File: config.mk
export PLATFORM = sky130hd
export DESIGN_NAME = ledbk_top
export DESIGN_NICKNAME = d
export VERILOG_FILES = /design/src/common/ledbk_pkg.sv /design/src/hw/ledbk_top.sv
export VERILOG_INCLUDE_DIRS = /design/src /design/src/common
export SDC_FILE = /design/constraint.sdc
export NUM_CORES = 1
export LEC_CHECK = 0
export BUFFER_PORTS_ARGS = -buffer_cell sky130_fd_sc_hd__clkbuf_2
export CAP_MARGIN = 40
export CORE_MARGIN = 2
export CORE_UTILIZATION = 38
export DETAILED_ROUTE_END_ITERATION = 7
export GPL_TIMING_DRIVEN = 0
export SYNTH_ARGS = -nofsm -noshare
export SYNTH_HDL_FRONTEND = slang
export SYNTH_SLANG_ARGS = --single-unit
File: constraint.sdc
create_clock -name CLK -period 3.39 [get_ports CLK]
set_input_delay 1.017 -clock CLK [delete_from_list [all_inputs] [get_ports CLK]]
set_output_delay 1.017 -clock CLK [all_outputs]
set_load 0.005 [all_outputs]
File: src/common/ledbk_regs.svh
`ifndef LEDBK_REGS_SVH
`define LEDBK_REGS_SVH

// Register indices; byte address is four times the index
`define LEDBK_IDX_COMMON 16'h40c1
`define LEDBK_IDX_RATE 16'h40c2
`define LEDBK_IDX_CTRL 16'h40c3
`define LEDBK_IDX_STATUS 16'h40c4

// Reset values
`define LEDBK_RATE_RST 16'hec75
`define LEDBK_CTRL_RST 16'h0310
`define LEDBK_COMMON_RST 16'h000c

// Blink-rate field positions (low bit of each 4-bit field)
`define LEDBK_RATE_M0_LSB 12
`define LEDBK_RATE_M1_LSB 8
`define LEDBK_RATE_M2_LSB 4
`define LEDBK_RATE_M3_LSB 0

// Second indicator control field positions
`define LEDBK_CTRL_OVR_ON 15
`define LEDBK_CTRL_OVR_SEL_LSB 13
`define LEDBK_CTRL_POLICY 12
`define LEDBK_CTRL_FDX_LIT 11
`define LEDBK_CTRL_HDX_LIT 10
`define LEDBK_CTRL_TX_BLINK 9
`define LEDBK_CTRL_RX_BLINK 8
`define LEDBK_CTRL_TX_LIT 7
`define LEDBK_CTRL_RX_LIT 6
`define LEDBK_CTRL_FAST_LIT 5
`define LEDBK_CTRL_SLOW_LIT 4
`define LEDBK_CTRL_COL_BLINK 3
`define LEDBK_CTRL_FAST_BLINK 2
`define LEDBK_CTRL_SLOW_BLINK 1
`define LEDBK_CTRL_WMASK 16'hfffe

// Common control field positions
`define LEDBK_COM_REVERSE 9
`define LEDBK_COM_HEAVY_EN 5
`define LEDBK_COM_WMASK 16'h023f

// Timing: base tick of 1 ms at a 10 ns clock
`define LEDBK_TICK_NS 1000000
`define LEDBK_CLK_NS 10
`define LEDBK_HOLD_MS 10
`define LEDBK_WINDOW_MS 1000
`define LEDBK_HEAVY_UNIT_MS 42

`endif

File: src/common/ledbk_pkg.sv
package ledbk_pkg;

    // Link status from the rest of the device
    typedef struct packed {
        logic link_up;
        logic speed_100;
        logic full_duplex;
        logic collision;
        logic tx_active;
        logic rx_active;
    } ledbk_phy_t;

    // Override selections
    typedef enum logic [1:0] {
        LEDBK_OVR_OFF = 2'b00,
        LEDBK_OVR_ON = 2'b01,
        LEDBK_OVR_MODE1 = 2'b10,
        LEDBK_OVR_MODE2 = 2'b11
    } ledbk_ovr_t;

endpackage

File: src/hw/ledbk_top.sv
// The implementer's own choice: register access over APB.
`timescale 1ns/1ps
`include "ledbk_regs.svh"
// Notes on behaviour
// - Rate field 15:12 sets blink mode 0 timing, reset 0xE.
// - Rate field 11:8 sets blink mode 1 timing, reset 0xC.
// - Rate field 7:4 sets blink mode 2 timing, reset 0x7.
// - Rate field 3:0 sets blink mode 3 timing, reset 0x5.
// - Codes 0-4: periods 10, 9.4, 8, 7.4, 6 s; off 6-11 percent.
// - Codes 5,6,7,9: periods 4, 3, 2, 1 s; off 8,11,16,16 percent.
// - Codes 10,11,12,13,15: 2,3,4,8,8 Hz with equal on and off.
// - Off shares hold with reverse clear; reverse set swaps on and off.
// - Control bit 15 enables override of the second indicator, reset 0.
// - Override field 14:13: off, on, mode 1 blink, mode 2 blink.
// - Bit 12: traffic blinks always, or only when already lit.
// - Bit 11 lights indicator on link up in full duplex.
// - Bit 10 lights indicator on link up in half duplex.
// - Bits 9 and 8 blink on transmit or receive activity: mode 2, or mode 1 with heavy option on.
// - Bits 7 and 6 light on activity, held at least 10 ms.
// - Bit 5 lights indicator on link up at 100 Mb/s.
// - Bit 4 lights indicator on link up at 10 Mb/s, reset 1.
// - Bit 3 blinks indicator on collision with link up.
// - Bits 2 and 1 blink on link up at 100 or 10 Mb/s.
// - Control bit 0 reads zero and ignores writes.
// - Reverse bit makes on time short and off time long.
// - Heavy traffic with option on uses mode 0 for activity blink.
// - Each direction measured per 1 s; heavy above threshold times 42 ms.
module ledbk_top #(
    parameter int TICK_CYCLES = `LEDBK_TICK_NS / `LEDBK_CLK_NS
) (
    input wire logic CLK, // 100 MHz clock
    input wire logic RESET_N, // Asynchronous reset
    input wire logic PSEL, // APB select
    input wire logic PENABLE, // APB access phase
    input wire logic PWRITE, // APB direction
    input wire logic [17:0] PADDR, // APB byte address
    input wire logic [31:0] PWDATA, // APB write data
    output logic [31:0] PRDATA, // APB read data
    output logic PREADY, // APB ready
    output logic PSLVERR, // APB error, unmapped address
    input wire ledbk_pkg::ledbk_phy_t PHY_STATUS, // Link status, same clock
    output logic IND_B_LIT // Second indicator, high lit
);
    import ledbk_pkg::*;

    // Blink period in ms for a rate code
    function automatic logic [13:0] rate_period(input logic [3:0] code);
        case (code)
            4'h0: rate_period = 14'd10000;
            4'h1: rate_period = 14'd9400;
            4'h2: rate_period = 14'd8000;
            4'h3: rate_period = 14'd7400;
            4'h4: rate_period = 14'd6000;
            4'h5: rate_period = 14'd4000;
            4'h6: rate_period = 14'd3000;
            4'h7, 4'h8: rate_period = 14'd2000;
            4'h9: rate_period = 14'd1000;
            4'ha: rate_period = 14'd500;
            4'hb: rate_period = 14'd333;
            4'hc: rate_period = 14'd250;
            default: rate_period = 14'd125;
        endcase
    endfunction

    // Off portion in ms for a rate code
    function automatic logic [13:0] rate_off(input logic [3:0] code);
        case (code)
            4'h0: rate_off = 14'd600;
            4'h1: rate_off = 14'd658;
            4'h2: rate_off = 14'd640;
            4'h3: rate_off = 14'd666;
            4'h4: rate_off = 14'd660;
            4'h5: rate_off = 14'd320;
            4'h6: rate_off = 14'd330;
            4'h7, 4'h8: rate_off = 14'd320;
            4'h9: rate_off = 14'd160;
            4'ha: rate_off = 14'd250;
            4'hb: rate_off = 14'd167;
            4'hc: rate_off = 14'd125;
            default: rate_off = 14'd63;
        endcase
    endfunction

    // Heavy verdict for one direction
    function automatic logic is_heavy(input logic [9:0] active_ms, input logic [4:0] thr);
        logic [10:0] limit;
        limit = 11'(thr) * 11'(`LEDBK_HEAVY_UNIT_MS);
        is_heavy = 11'(active_ms) > limit;
    endfunction

    logic [15:0] rate_r;
    logic [15:0] ctrl_r;
    logic [15:0] common_r;
    logic [31:0] prdata_r;
    logic pready_r;
    logic pslverr_r;
    logic ind_r;
    logic [31:0] tick_cnt_r;
    logic tick_r;
    logic [13:0] phase_r [4];
    logic [3:0] mode_lit;
    logic [3:0] tx_hold_r;
    logic [3:0] rx_hold_r;
    logic [9:0] win_r;
    logic tx_seen_r;
    logic rx_seen_r;
    logic [9:0] tx_ms_r;
    logic [9:0] rx_ms_r;
    logic heavy_tx_r;
    logic heavy_rx_r;
    logic ind_nxt;

    logic [15:0] rd_word;
    logic rd_hit;
    logic wr_take;
    logic [15:0] status_word;

    // Register access decode
    always_comb
    begin
        rd_word = 16'h0000;
        rd_hit = 1'b1;
        if (PADDR == {`LEDBK_IDX_RATE, 2'b00})
        begin
            rd_word = rate_r;
        end
        else if (PADDR == {`LEDBK_IDX_CTRL, 2'b00})
        begin
            rd_word = ctrl_r & `LEDBK_CTRL_WMASK;
        end
        else if (PADDR == {`LEDBK_IDX_COMMON, 2'b00})
        begin
            rd_word = common_r;
        end
        else if (PADDR == {`LEDBK_IDX_STATUS, 2'b00})
        begin
            rd_word = status_word;
        end
        else
        begin
            rd_hit = 1'b0;
        end
    end

    // Live state shown to software
    assign status_word = {10'h000, PHY_STATUS.link_up, heavy_rx_r, heavy_tx_r, 2'b00, ind_r};
    assign wr_take = PSEL & PENABLE & pready_r & PWRITE & rd_hit;

    // Bus answer one cycle into the access phase
    always_ff @(posedge CLK or negedge RESET_N)
    begin
        if (!RESET_N)
        begin
            pready_r <= 1'b0;
            prdata_r <= 32'h0000_0000;
            pslverr_r <= 1'b0;
        end
        else
        begin
            pready_r <= PSEL & PENABLE & ~pready_r;
            if (PSEL & PENABLE & ~pready_r)
            begin
                prdata_r <= PWRITE ? 32'h0000_0000 : {16'h0000, rd_word};
                pslverr_r <= ~rd_hit;
            end
            else
            begin
                prdata_r <= 32'h0000_0000;
                pslverr_r <= 1'b0;
            end
        end
    end

    // Blink-rate register
    always_ff @(posedge CLK or negedge RESET_N)
    begin
        if (!RESET_N)
        begin
            rate_r <= `LEDBK_RATE_RST;
        end
        else if (wr_take && PADDR == {`LEDBK_IDX_RATE, 2'b00})
        begin
            rate_r <= PWDATA[15:0];
        end
    end

    // Second indicator control register
    always_ff @(posedge CLK or negedge RESET_N)
    begin
        if (!RESET_N)
        begin
            ctrl_r <= `LEDBK_CTRL_RST;
        end
        else if (wr_take && PADDR == {`LEDBK_IDX_CTRL, 2'b00})
        begin
            ctrl_r <= PWDATA[15:0] & `LEDBK_CTRL_WMASK;
        end
    end

    // Common control register
    always_ff @(posedge CLK or negedge RESET_N)
    begin
        if (!RESET_N)
        begin
            common_r <= `LEDBK_COMMON_RST;
        end
        else if (wr_take && PADDR == {`LEDBK_IDX_COMMON, 2'b00})
        begin
            common_r <= PWDATA[15:0] & `LEDBK_COM_WMASK;
        end
    end

    // Millisecond tick
    always_ff @(posedge CLK or negedge RESET_N)
    begin
        if (!RESET_N)
        begin
            tick_cnt_r <= 32'h0000_0000;
            tick_r <= 1'b0;
        end
        else if (tick_cnt_r >= 32'(TICK_CYCLES - 1))
        begin
            tick_cnt_r <= 32'h0000_0000;
            tick_r <= 1'b1;
        end
        else
        begin
            tick_cnt_r <= tick_cnt_r + 32'h1;
            tick_r <= 1'b0;
        end
    end

    // Phase counters of the four blink modes
    always_ff @(posedge CLK or negedge RESET_N)
    begin
        if (!RESET_N)
        begin
            for (int m = 0; m < 4; m++)
            begin
                phase_r[m] <= 14'h0000;
            end
        end
        else if (tick_r)
        begin
            for (int m = 0; m < 4; m++)
            begin
                if (phase_r[m] >= rate_period(rate_r[`LEDBK_RATE_M0_LSB - 4 * m +: 4]) - 14'h1)
                begin
                    phase_r[m] <= 14'h0000;
                end
                else
                begin
                    phase_r[m] <= phase_r[m] + 14'h1;
                end
            end
        end
    end

    // Lit phase of each mode, off portion first with reverse clear, lit portion first with reverse set
    always_comb
    begin
        for (int m = 0; m < 4; m++)
        begin
            if (common_r[`LEDBK_COM_REVERSE])
            begin
                mode_lit[m] = phase_r[m] < rate_off(rate_r[`LEDBK_RATE_M0_LSB - 4 * m +: 4]);
            end
            else
            begin
                mode_lit[m] = phase_r[m] >= rate_off(rate_r[`LEDBK_RATE_M0_LSB - 4 * m +: 4]);
            end
        end
    end

    // Activity hold stretchers
    always_ff @(posedge CLK or negedge RESET_N)
    begin
        if (!RESET_N)
        begin
            tx_hold_r <= 4'h0;
            rx_hold_r <= 4'h0;
        end
        else
        begin
            if (PHY_STATUS.tx_active)
            begin
                tx_hold_r <= 4'(`LEDBK_HOLD_MS + 1);
            end
            else if (tick_r && tx_hold_r != 4'h0)
            begin
                tx_hold_r <= tx_hold_r - 4'h1;
            end
            if (PHY_STATUS.rx_active)
            begin
                rx_hold_r <= 4'(`LEDBK_HOLD_MS + 1);
            end
            else if (tick_r && rx_hold_r != 4'h0)
            begin
                rx_hold_r <= rx_hold_r - 4'h1;
            end
        end
    end

    // Per-direction traffic weight over one-second windows
    always_ff @(posedge CLK or negedge RESET_N)
    begin
        if (!RESET_N)
        begin
            win_r <= 10'h000;
            tx_seen_r <= 1'b0;
            rx_seen_r <= 1'b0;
            tx_ms_r <= 10'h000;
            rx_ms_r <= 10'h000;
            heavy_tx_r <= 1'b0;
            heavy_rx_r <= 1'b0;
        end
        else if (tick_r)
        begin
            tx_seen_r <= PHY_STATUS.tx_active;
            rx_seen_r <= PHY_STATUS.rx_active;
            if (win_r == 10'(`LEDBK_WINDOW_MS - 1))
            begin
                win_r <= 10'h000;
                heavy_tx_r <= is_heavy(tx_ms_r + 10'(tx_seen_r), common_r[4:0]);
                heavy_rx_r <= is_heavy(rx_ms_r + 10'(rx_seen_r), common_r[4:0]);
                tx_ms_r <= 10'h000;
                rx_ms_r <= 10'h000;
            end
            else
            begin
                win_r <= win_r + 10'h1;
                tx_ms_r <= tx_ms_r + 10'(tx_seen_r);
                rx_ms_r <= rx_ms_r + 10'(rx_seen_r);
            end
        end
        else
        begin
            tx_seen_r <= tx_seen_r | PHY_STATUS.tx_active;
            rx_seen_r <= rx_seen_r | PHY_STATUS.rx_active;
        end
    end

    // Indicator decision
    always_comb
    begin
        logic link;
        logic steady;
        logic act_blink;
        logic act_phase;
        logic other_blink;
        logic other_phase;
        ledbk_ovr_t sel;
        act_phase = 1'b0;
        link = PHY_STATUS.link_up;
        sel = ledbk_ovr_t'(ctrl_r[`LEDBK_CTRL_OVR_SEL_LSB +: 2]);
        steady = link & ((ctrl_r[`LEDBK_CTRL_FDX_LIT] & PHY_STATUS.full_duplex)
            | (ctrl_r[`LEDBK_CTRL_HDX_LIT] & ~PHY_STATUS.full_duplex)
            | (ctrl_r[`LEDBK_CTRL_FAST_LIT] & PHY_STATUS.speed_100)
            | (ctrl_r[`LEDBK_CTRL_SLOW_LIT] & ~PHY_STATUS.speed_100)
            | (ctrl_r[`LEDBK_CTRL_TX_LIT] & (tx_hold_r != 4'h0))
            | (ctrl_r[`LEDBK_CTRL_RX_LIT] & (rx_hold_r != 4'h0)));
        act_blink = link & ((ctrl_r[`LEDBK_CTRL_TX_BLINK] & PHY_STATUS.tx_active)
            | (ctrl_r[`LEDBK_CTRL_RX_BLINK] & PHY_STATUS.rx_active));
        act_blink = act_blink & (ctrl_r[`LEDBK_CTRL_POLICY] | steady);
        if (common_r[`LEDBK_COM_HEAVY_EN])
        begin
            act_phase = (heavy_tx_r | heavy_rx_r) ? mode_lit[0] : mode_lit[1];
        end
        else
        begin
            act_phase = mode_lit[2];
        end
        other_blink = link & ((ctrl_r[`LEDBK_CTRL_COL_BLINK] & PHY_STATUS.collision)
            | (ctrl_r[`LEDBK_CTRL_FAST_BLINK] & PHY_STATUS.speed_100)
            | (ctrl_r[`LEDBK_CTRL_SLOW_BLINK] & ~PHY_STATUS.speed_100));
        other_phase = (ctrl_r[`LEDBK_CTRL_COL_BLINK] & PHY_STATUS.collision) ? mode_lit[2] : mode_lit[3];
        if (ctrl_r[`LEDBK_CTRL_OVR_ON])
        begin
            case (sel)
                LEDBK_OVR_OFF: ind_nxt = 1'b0;
                LEDBK_OVR_ON: ind_nxt = 1'b1;
                LEDBK_OVR_MODE1: ind_nxt = mode_lit[1];
                default: ind_nxt = mode_lit[2];
            endcase
        end
        else if (act_blink)
        begin
            ind_nxt = act_phase;
        end
        else if (other_blink)
        begin
            ind_nxt = other_phase;
        end
        else
        begin
            ind_nxt = steady;
        end
    end

    // Registered indicator output
    always_ff @(posedge CLK or negedge RESET_N)
    begin
        if (!RESET_N)
        begin
            ind_r <= 1'b0;
        end
        else
        begin
            ind_r <= ind_nxt;
        end
    end

    assign IND_B_LIT = ind_r;
    assign PRDATA = prdata_r;
    assign PREADY = pready_r;
    assign PSLVERR = pslverr_r;

endmodule

Word level (Yosys, flattened, before mapping)
Memories as Yosys holds them, arrays and structs flattened.
Index checks and enable logic that the tools add are counted.
{"block": "word_totals", "register_bits": 204, "rom_bits": 2176, "inputBits": 61, "output_inout_bits": 35, "word_cells": 167, "mem_count": 12}
{"memory": "(no name shown)", "words": 16, "width": 14, "read_ports": 1, "rd_ports_with_merged_regs": 0, "write_ports": 0, "line": "ledbk_top.sv:48", "text": "case (code)"}
{"memory": "(no name shown)", "words": 16, "width": 14, "read_ports": 1, "rd_ports_with_merged_regs": 0, "write_ports": 0, "line": "ledbk_top.sv:48"}
{"memory": "(no name shown)", "words": 16, "width": 14, "read_ports": 1, "rd_ports_with_merged_regs": 0, "write_ports": 0, "line": "ledbk_top.sv:48"}
{"memory": "(no name shown)", "words": 16, "width": 14, "read_ports": 1, "rd_ports_with_merged_regs": 0, "write_ports": 0, "line": "ledbk_top.sv:48"}
{"memory": "(no name shown)", "words": 16, "width": 10, "read_ports": 1, "rd_ports_with_merged_regs": 0, "write_ports": 0, "line": "ledbk_top.sv:67", "text": "case (code)"}
{"memory": "(no name shown)", "words": 16, "width": 10, "read_ports": 1, "rd_ports_with_merged_regs": 0, "write_ports": 0, "line": "ledbk_top.sv:67"}
{"memory": "+6 memories"}
{"block": "classes", "add_sub_neg": 14, "multipliers": 1, "order_cmp": 15, "eq_ne": 7, "muxes": 49, "n_bitwise": 36, "reduce_logical": 11}
{"operator": "2-to-1 mux 14 bit", "n": 16}
{"operator": "greater-or-equal comparator 14 bit", "n": 8}
{"operator": "2-to-1 mux 16 bit", "n": 5}
{"operator": "equality test 18 x 17 -> 1 bit (second input constant)", "n": 4}
{"operator": "adder 14 x 1 -> 14 bit (second input constant)", "n": 4}
{"operator": "< comparator 14 bit", "n": 4}
{"operator": "subtractor 14 x 1 -> 14 bit (second input constant)", "n": 4}
{"operator": "adder 32 x 1 -> 32 bit (second input constant)", "n": 1}
{"operator": "greater-or-equal comparator 32 x 17 -> 1 bit (second input constant)", "n": 1}
{"operator": "2-to-1 mux 32 bit", "n": 1}
{"operator": "2-to-1 mux 10 bit", "n": 3}
{"operator": "greater-than comparator 10 x 11 -> 1 bit", "n": 2}
{"operator": "adder 10 x 1 -> 10 bit", "n": 2}
{"operator": "AND 1 bit", "n": 20}
{"operator": "2-to-1 mux 1 bit", "n": 18}
{"operator": "2-to-1 mux 4 bit", "n": 4}
{"operator": "OR 1 bit", "n": 12}
{"operator": "adder 10 x 1 -> 10 bit (second input constant)", "n": 1}
{"operator": "equality test 10 bit (second input constant)", "n": 1}
{"operator": "multiplier 5 x 5 -> 10 bit (second input constant)", "n": 1}
{"operator": "nonzero test 4 bit", "n": 2}
{"operator": "subtractor 4 x 1 -> 4 bit (second input constant)", "n": 2}
{"operator": "2-to-1 mux 6 bit", "n": 1}
{"operator": "logical AND 1 bit", "n": 5}
{"operator": "7 further kinds", "n": 11}

Longest topological paths before layout
Gate-level depths: netlist of the first run.
{"block": "logic_depth", "word_depth": 12, "mapped_depth": 19, "ltp_nobuf": 17}

Worst setup path after synthesis of the first run
OpenSTA, ideal clock, no wires.
{"block": "synth_timing", "kind": "flip-flop to flip-flop", "startpoint": "register rate_r[10]", "endpoint": "register phase_r[33] in the netlist's numbering", "setup_time_ps": 72, "arrival_ps": 3564, "t_required_ps": 3318, "slack_ps": -246, "stages_incl_launch_ff": 17, "n_path_buf": 4, "synth_period_minus_slack_ps": 3636, "cell_sequence": "dfstp_2 > clkbuf_1 > clkbuf_1 > clkbuf_1 > nand3_1 > ha_1 > nand3_1 > xor2_1 > ha_1 > nand2_1 > o21ai_1 > or4_1 > a221oi_2 > o21ai_1 > and2_1 > clkbuf_1 > nor2_1"}
{"block": "synth_via", "elab_chain_cells": 5}
{"element": "start, declared", "line": "ledbk_top.sv:91", "text": "logic [15:0] rate_r;"}
{"element": "start signal, assigned", "line": "ledbk_top.sv:179", "text": "rate_r <= `LEDBK_RATE_RST;"}
{"element": "start signal, assigned", "line": "ledbk_top.sv:183", "text": "rate_r <= PWDATA[15:0];"}
{"element": "memory (16 x 14 bit)"}
{"element": "2-to-1 mux 14 bit", "line": "ledbk_top.sv:243", "text": "else if (tick_r)"}
{"element": "subtractor 14 x 1 -> 14 bit", "line": "ledbk_top.sv:247", "text": "if (phase_r[m] >= rate_period(rate_r[`LEDBK_RATE_M0_LSB - 4 * m +: 4]) - 14'h1)"}
{"element": "greater-or-equal comparator 14 bit", "line": "ledbk_top.sv:247"}
{"element": "2-to-1 mux 14 bit", "line": "ledbk_top.sv:247"}
{"element": "end signal, assigned by index", "line": "ledbk_top.sv:253", "text": "phase_r[m] <= phase_r[m] + 14'h1;"}
{"element": "end, declared", "line": "ledbk_top.sv:100", "text": "logic [13:0] phase_r [4];"}
Every way passes these cells. The select of a mux whose other input is x is not followed.
A chain may end at the register's enable or synchronous reset.

Final worst setup path of the first run
{"block": "layout_timing", "startpoint": "register rate_r[4]", "endpoint": "register phase_r[18] in the netlist's numbering"}
The elaborated chain is that of the path after synthesis.

==> results of run 1 <==
==> cells in the mapped netlist, types with 6 or more instances <==
master | instances | area [sq um]
mux2_4 | 10 | 150.1
nor2b_1 | 19 | 118.9
a211oi_1 | 10 | 75.07
buf_4 | 18 | 135.1
or3_1 | 8 | 50.05
inv_1 | 66 | 247.7
mux2_1 | 28 | 315.3
and4_1 | 6 | 52.55
nand2b_1 | 18 | 112.6
nor4_1 | 14 | 87.58
and2_1 | 8 | 50.05
and3_1 | 26 | 162.7
xnor2_1 | 50 | 437.9
nand2_1 | 131 | 491.7
nand3_1 | 70 | 350.3
a21o_1 | 25 | 187.7
o21a_1 | 11 | 82.58
nand4_1 | 23 | 143.9
a21oi_1 | 107 | 535.5
nor3_1 | 19 | 95.09
xor2_1 | 57 | 499.2
clkbuf_1 | 39 | 146.4
o31ai_1 | 10 | 75.07
mux2i_1 | 27 | 270.3
a22o_1 | 15 | 131.4
ha_1 | 172 | 2152
dfstp_2 | 15 | 394.1
o22ai_1 | 13 | 81.33
dfrtp_1 | 173 | 4329
nor2_1 | 143 | 536.8
or2_2 | 10 | 62.56
a31oi_1 | 9 | 56.30
o21ai_0 | 75 | 375.4
o21ai_1 | 6 | 30.03
==> routing by layer <==
layer / vias to the layer above / part of all wire, %
li1: 5810 / -
met1: 5755 / 46
met2: 260 / 47
met3: 60 / 3.5
met4: 0 / 3.1
met5: - / 0
==> placed cells by master, fill, tap and decap left out, types with 9 or more instances in the layout <==
master | netlist | layout
a21o_1 | 25 | 25
a21oi_1 | 107 | 92
a21oi_2 | 0 | 11
a22o_1 | 15 | 15
a31oi_1 | 9 | 9
and3_1 | 26 | 26
buf_4 | 18 | 84
clkbuf_1 | 39 | 16
clkbuf_16 | 0 | 17
clkbuf_2 | 0 | 67
conb_1 | 1 | 31
dfrtp_1 | 173 | 170
dfstp_2 | 15 | 15
ha_1 | 172 | 154
ha_4 | 0 | 11
inv_1 | 66 | 56
mux2_1 | 28 | 28
mux2_4 | 10 | 10
mux2i_1 | 27 | 27
nand2_1 | 131 | 124
nand2b_1 | 18 | 17
nand3_1 | 70 | 63
nand4_1 | 23 | 23
nor2_1 | 143 | 120
nor2_2 | 0 | 15
nor2b_1 | 19 | 16
nor3_1 | 19 | 16
nor4_1 | 14 | 14
o21a_1 | 11 | 11
o21ai_0 | 75 | 65
o21ai_1 | 6 | 12
o22ai_1 | 13 | 9
or2_2 | 10 | 10
xnor2_1 | 50 | 49
xor2_1 | 57 | 57
==> power by group through the flow <==
stage / Sequential (W) / Combinational, W / Clock (W)
final: 0.00282 / 0.00136 / 0.00204
after global routing: 0.00286 / 0.00158 / 0.00217
after CTS: 0.00281 / 0.00130 / 0.00210
after detailed placement: 0.00285 / 0.00125 / 0
after global placement: 0.00285 / 0.00120 / 0
after floorplan: 0.00275 / 0.000954 / 0
==> cells by family (layout without fill, tap and decap cells) <==
kind of cell | after synthesis | after routing
xor+xnor | 107 | 107
fa+ha+maj | 173 | 173
buf+inv | 136 | 291
simple gates | 523 | 525
flops | 188 | 188
mux | 70 | 70
compound gates | 337 | 337
other cells | 1 | 31
==> sequential cells by signal (all words and copies together), names as in the netlist <==
signal / count
win_r: 10
tx_ms_r: 10
PREADY: 1
rx_ms_r: 10
tx_seen_r: 1
PSLVERR: 1
tick_r: 1
rate_r: 16
IND_B_LIT: 1
tick_cnt_r: 32
rx_seen_r: 1
ctrl_r: 15
heavy_tx_r: 1
common_r: 7
PRDATA: 16
phase_r: 56
tx_hold_r: 4
heavy_rx_r: 1
rx_hold_r: 4
==> layout make-up <==
type / count / area share [%]
multi-input combinational: 1243 / 55.83
sequential: 188 / 28.02
timing repair buffer: 128 / 5.065
tap: 468 / 3.471
clock buffer: 18 / 2.544
buffer: 61 / 2.469
inverter: 70 / 1.713
clock inverter: 14 / 0.8973
==> stage by stage <==
stage | worst slack, ns | utilization [%] | TNS (ns) | total power [W] | hold WS, ns
6_report | 0.008881 | 46.42 | 0 | 0.006220 | 0.4818
5_1_grt | -0.1016 | 46.42 | -2.353 | 0.006616 | 0.5050
4_1_cts | 0.005072 | 44.31 | 0 | 0.006212 | 0.4859
3_5_place_dp | -0.6513 | 41.24 | -30.57 | 0.004103 | 0.4756
3_3_place_gp | -2.492 | 41.14 | -473.50 | 0.004048 | 0.4706
2_1_floorplan | 0.01414 | - | 0 | 0.003702 | 0.4479
==> path summary, 6_finish.rpt <==
path                                from            end  slack (ns)
hold reg to reg            tick_cnt_r[0]  tick_cnt_r[0]        0.48
max in group asynchronous        RESET_N      rate_r[9]        1.85
setup / recovery               rate_r[4]    phase_r[18]       0.009
hold / removal             tick_cnt_r[0]  tick_cnt_r[0]        0.48
min in group asynchronous        RESET_N      rate_r[1]        0.58
setup reg to reg               rate_r[4]    phase_r[18]       0.009
==> what timing repair did <==
item                       in CTS  in global routing
pin swaps                      22                 66
buffers inserted               32                 32
gates resized for setup        90                144
setup endpoints to repair      57                 59
cloned                          1                  2
==> flow_metrics.tcl, run 1 <==
set metrics [dict create \
    status "finished clean" \
    clk_pin_slew_ns 0.08 \
    final.setup_skew_ns 0.01132 \
    insertion_delay_ns 0.47 \
    end_kind "register" \
    gp_congestion 0.8761 \
    dp.cells 2096 \
    powerDensity_nw_per_um2 368.7 \
    whs_path_depth 1 \
    period_share_pct 99.74 \
    drive_gt1_share_pct 22.24 \
    synth_mux_area_share_pct 5.690 \
    core_sq_um 36350 \
    nets 1943 \
    post_synth_xor_area_fraction_pct 6.733 \
    synthDistinctLibCells 79 \
    cp_max_fo 5 \
    p_comb_share_pct 21.9 \
    placed_area_sq_um 14990 \
    synth_seq_cells 188 \
    drtIter0Drc 669 \
    crit_buf_inv 3 \
    dieHeight_microns 195.4 \
    ys_warn_count 0 \
    worstSetupPathDepth 15 \
    grt_pass1_wl_microns 59310 \
    irDropWorstVdd_mv 0.3052 \
    leakagePower_nw 7.945 \
    dieWidth_microns 195.4 \
    wl_per_cell_microns 17.18 \
    reg2reg_depth 15 \
    post-route-cell-area_sq_um 16870 \
    cts-htree-levels 4 \
    vias_per_cell 5.427 \
    cts_tree "done" \
    cp-start-kind "register" \
    seqCellArea_sq_um 4727 \
    synthCells 1535 \
    n_antenna_cell 0 \
    portBuffers 62 \
    std_cell_rows 70 \
    critical_path.slowest_cell "dfstp_2" \
    fin_cells 2190 \
    pwr-share-seq_pct 45.3 \
    drt-total-wl_microns 37620 \
    initial_core_util_pct 38.29 \
    antenna_found_initial 0 \
    grt-busiest-layer "met2" \
    crit_chain "buf_6 -> buf_6 -> nor2_1 -> a21oi_2 -> o22a_1 -> o31ai_2 -> a31oi_1 -> o21ai_1 -> ha_2 -> a21oi_2 -> or4_4 -> a21o_1 -> nand2b_1 -> clkbuf_8 -> o221ai_2" \
    gr-usage-all-layers_pct 19.34 \
    via_count 11890 \
    ys_async_sr_fraction_pct 100.0 \
    cap_violations 0 \
    cp_top_family "compound AO/OA/AOI/OAI gates" \
    dieArea_sq_um 38170 \
    synth_top_family_by_area "simple AND/OR/NAND/NOR gates" \
    critical-path-max-stage-delay_ns 0.63 \
    overflow 0 \
    synthFlopType "dfrtp_1" \
    grtUsageMet3_pct 2.815 \
    syn_area_sq_um 13920 \
    multi_input_area_sq_um 9419 \
    cts_buffer_depth 2 \
    clock-sinks 188 \
    synth_area_per_cell_sq_um 9.067 \
    synth-compound-area-share_pct 15.27 \
    synth_edf_count 0 \
    drc 0 \
    root_buffer "clkbuf_16" \
    p_int_w 0.004184 \
    cp.required_ns 3.72 \
    worstSetupPathType "reg2reg" \
    grt_pass1_vias 11460 \
    grt_util_met1_pct 25.71 \
    hold_class "reg2reg" \
    ioPinCount 96 \
    synth_simple_gate_area_share_pct 18.50 \
    fmax_mhz 295.8 \
    rsz0062_at_grt "yes" \
    syn2layout_area_growth_pct 21.22 \
    p_sw_w 0.002036 \
    ys_seq_area_share_pct 33.94 \
    dp_hpwl_microns 26950 \
    cts_buffers 17 \
    first_pass_iters 5 \
    cp.arrival_ns 3.71 \
    fin_crit_ns 3.381 \
    relSlewSlack_pct 39.59 \
    report.final.slew_viol_count 0 \
    setup_viol_count_final 0 \
    synth_fa_ha_area_share_pct 15.61 \
    hold_viol 0 \
    swShare_pct 32.74 \
    final_antenna_net_count 0 \
    grt_max_degree 100 \
    tightest_slew_ns 0.9062 \
    ctsHoldBuffers 0 \
    pwr-share-clk_pct 32.8 \
    grt.met2_usage_pct 31.69 \
    fillers 3411 \
]
Power figures use the tool's default switching activity.
==> inputs of run 2 (changes only) <==
--- a/config.mk
+++ b/config.mk
@@ -12,6 +12,7 @@
 export CORE_UTILIZATION = 38
 export DETAILED_ROUTE_END_ITERATION = 7
 export GPL_TIMING_DRIVEN = 0
+export PLACE_DENSITY_LB_ADDON = 0.2
 export SYNTH_ARGS = -nofsm -noshare
 export SYNTH_HDL_FRONTEND = slang
 export SYNTH_SLANG_ARGS = --single-unit
==> run 2 against run 1 <==
  * The flow now finishes with violations (setup timing)
  * Total power is 1.1% higher
  * Largest power group unchanged
  * Global-route usage is 0.76 points higher
  * Non-clock buffer count is 12 higher
  * Final area is 1.8% higher
  * Critical path depth is 1 higher
  * Clock skew is 0.0056 ns higher
  * Critical path type unchanged
  * Highest routed layer unchanged
==> flow_metrics.tcl, run 2 (synthesis results as in run 1) <==
set metrics [dict create \
    status "finished with violations" \
    violations "setup timing" \
    first_pass_iters 5 \
    regMostFlops "phase_r" \
    rsz0062_at_grt "yes" \
    layout_commonest_cell "dfrtp_1" \
    n_antenna_cell 0 \
    root_buffer "clkbuf_16" \
    largest_reg_flops 56 \
    final.setup_skew_ns 0.01688 \
    drc 0 \
    reg2reg_depth 16 \
    worstReg2RegEnd "phase_r[18]" \
    cts_buffer_depth 2 \
    gp_congestion 0.8890 \
    cp_max_fo 5 \
    clk_pin_slew_ns 0.08 \
    syn2layout_area_growth_pct 23.40 \
    drt-total-wl_microns 38380 \
    hold_viol 0 \
    dieArea_sq_um 38170 \
    dp_hpwl_microns 27460 \
    dieHeight_microns 195.4 \
    insertion_delay_ns 0.48 \
    setup_viol_count_final 9 \
    portBuffers 62 \
    fin_crit_ns 3.427 \
    grt_max_degree 99 \
    end_kind "register" \
    clock-sinks 188 \
    cp.arrival_ns 3.76 \
    fillers 3417 \
    tightest_slew_ns 0.8344 \
    period_share_pct 101.1 \
    drtIter0Drc 666 \
    report.final.slew_viol_count 0 \
    ioPinCount 96 \
    relSlewSlack_pct 44.37 \
    fmax_mhz 291.8 \
    std_cell_rows 70 \
    cap_violations 0 \
    leakagePower_nw 8.058 \
    r2r_start "rate_r[4]" \
    hold_class "in2async" \
    vias_per_cell 5.408 \
    final_core_util_pct 47.25 \
    irDropWorstVdd_mv 0.3924 \
    grt_pass1_vias 11700 \
    cp-start-kind "register" \
    cts_buffers 17 \
    gr-usage-all-layers_pct 20.10 \
    dieWidth_microns 195.4 \
    wl_per_cell_microns 17.43 \
    final_antenna_net_count 0 \
    r2r_slack_ns -0.04 \
    nets 1955 \
    final_cell_mix "dfrtp_1, ha_1, nor2_1, nand2_1, buf_4" \
    antenna_found_initial 0 \
    grt_pass1_wl_microns 61640 \
    overflow 0 \
    cts_tree "done" \
    initial_core_util_pct 38.29 \
    cp.required_ns 3.72 \
    worstSetupPathType "reg2reg" \
    reg_top3 "phase_r: 56 flops, tick_cnt_r: 32 flops" \
    fin_ws_ns -0.03741 \
    via_count 11910 \
    hold_slack_ns 0.4223 \
    drive_gt1_share_pct 23.64 \
    powerDensity_nw_per_um2 366.1 \
    cts-htree-levels 4 \
    core_sq_um 36350 \
]
[run 2: worst max-delay path, cell delays in order, from the launching register on]
cell and delay [ns]:
dfstp_2 0.61, clkinv_4 0.11, ha_4 0.18, nand2b_4 0.15, o22ai_4 0.19, nand3_4 0.14
o31ai_4 0.26, a31oi_1 0.11, o21ai_1 0.19, ha_2 0.21, or4_4 0.13, nor2_2 0.03
or4_4 0.42, a21o_1 0.21, nand2b_4 0.09, clkbuf_8 0.15, o221ai_2 0.10
[run 2: worst max path at each step]
stage,start,end,cells after the start
floorplan,rate_r[10],phase_r[33],16
global placement,RESET_N,tick_cnt_r[0],1
detailed placement,rate_r[0],phase_r[11],15
CTS,rate_r[4],phase_r[17],17
global route,rate_r[4],phase_r[18],16
finish,rate_r[4],phase_r[18],16
[run 2: what timing repair did]
item,in CTS,in global routing
cloned,1,2
gates resized for setup,92,179
endpoints found under the setup margin,57,59
endpoints found under the hold margin,0,0
hold buffers,0,0
setup buffers,27,51
pin swaps,23,80
[run 2: final cells by class]
class	count	area, sq um	share of cell area [%]
plain buffers	61	415.4	2.419
clock buffers	17	425.4	2.477
clock inverters	15	176.4	1.027
inverters	70	292.8	1.705
multi-input cells	1243	9563	55.68
flip-flops and latches	188	4728	27.53
well taps	468	585.6	3.409
repair buffers	140	988.4	5.755
[run 2: per-stage QoR]
| step | setup WS (ns) | instance area (sq um) | setup TNS [ns] | cells | total power (W) |
|---|---|---|---|---|---|
| 6_report | -0.03741 | 17180 | -0.1446 | 2202 | 0.006288 |
| 4_1_cts | 0.0003864 | 16140 | 0 | 2154 | 0.006262 |
| 3_3_place_gp | -2.478 | 14950 | -470.92 | 2095 | 0.004051 |
| 5_1_grt | -0.1577 | 17180 | -3.006 | 2202 | 0.006690 |
| 2_1_floorplan | 0.01414 | 14060 | 0 | 1565 | 0.003702 |
| 3_5_place_dp | -0.7022 | 15030 | -33.01 | 2098 | 0.004104 |
[run 2: report_power, final]
| group | internal, W | switching (W) | leakage [nW] |
|---|---|---|---|
| combinational | 0.000678 | 0.000695 | 5.33 |
| sequential | 0.00247 | 0.000349 | 2.43 |
| clock | 0.00106 | 0.00104 | 0.292 |
[run 2: metal layers]
layer  vias up  share of wire [%]  global-route usage, %
met5         -                  0                      0
met4         0                1.3                  4.891
met3        30                3.3                  2.729
met2       237                 48                  33.68
met1      5808                 47                  27.46
li1       5833                  -                      -
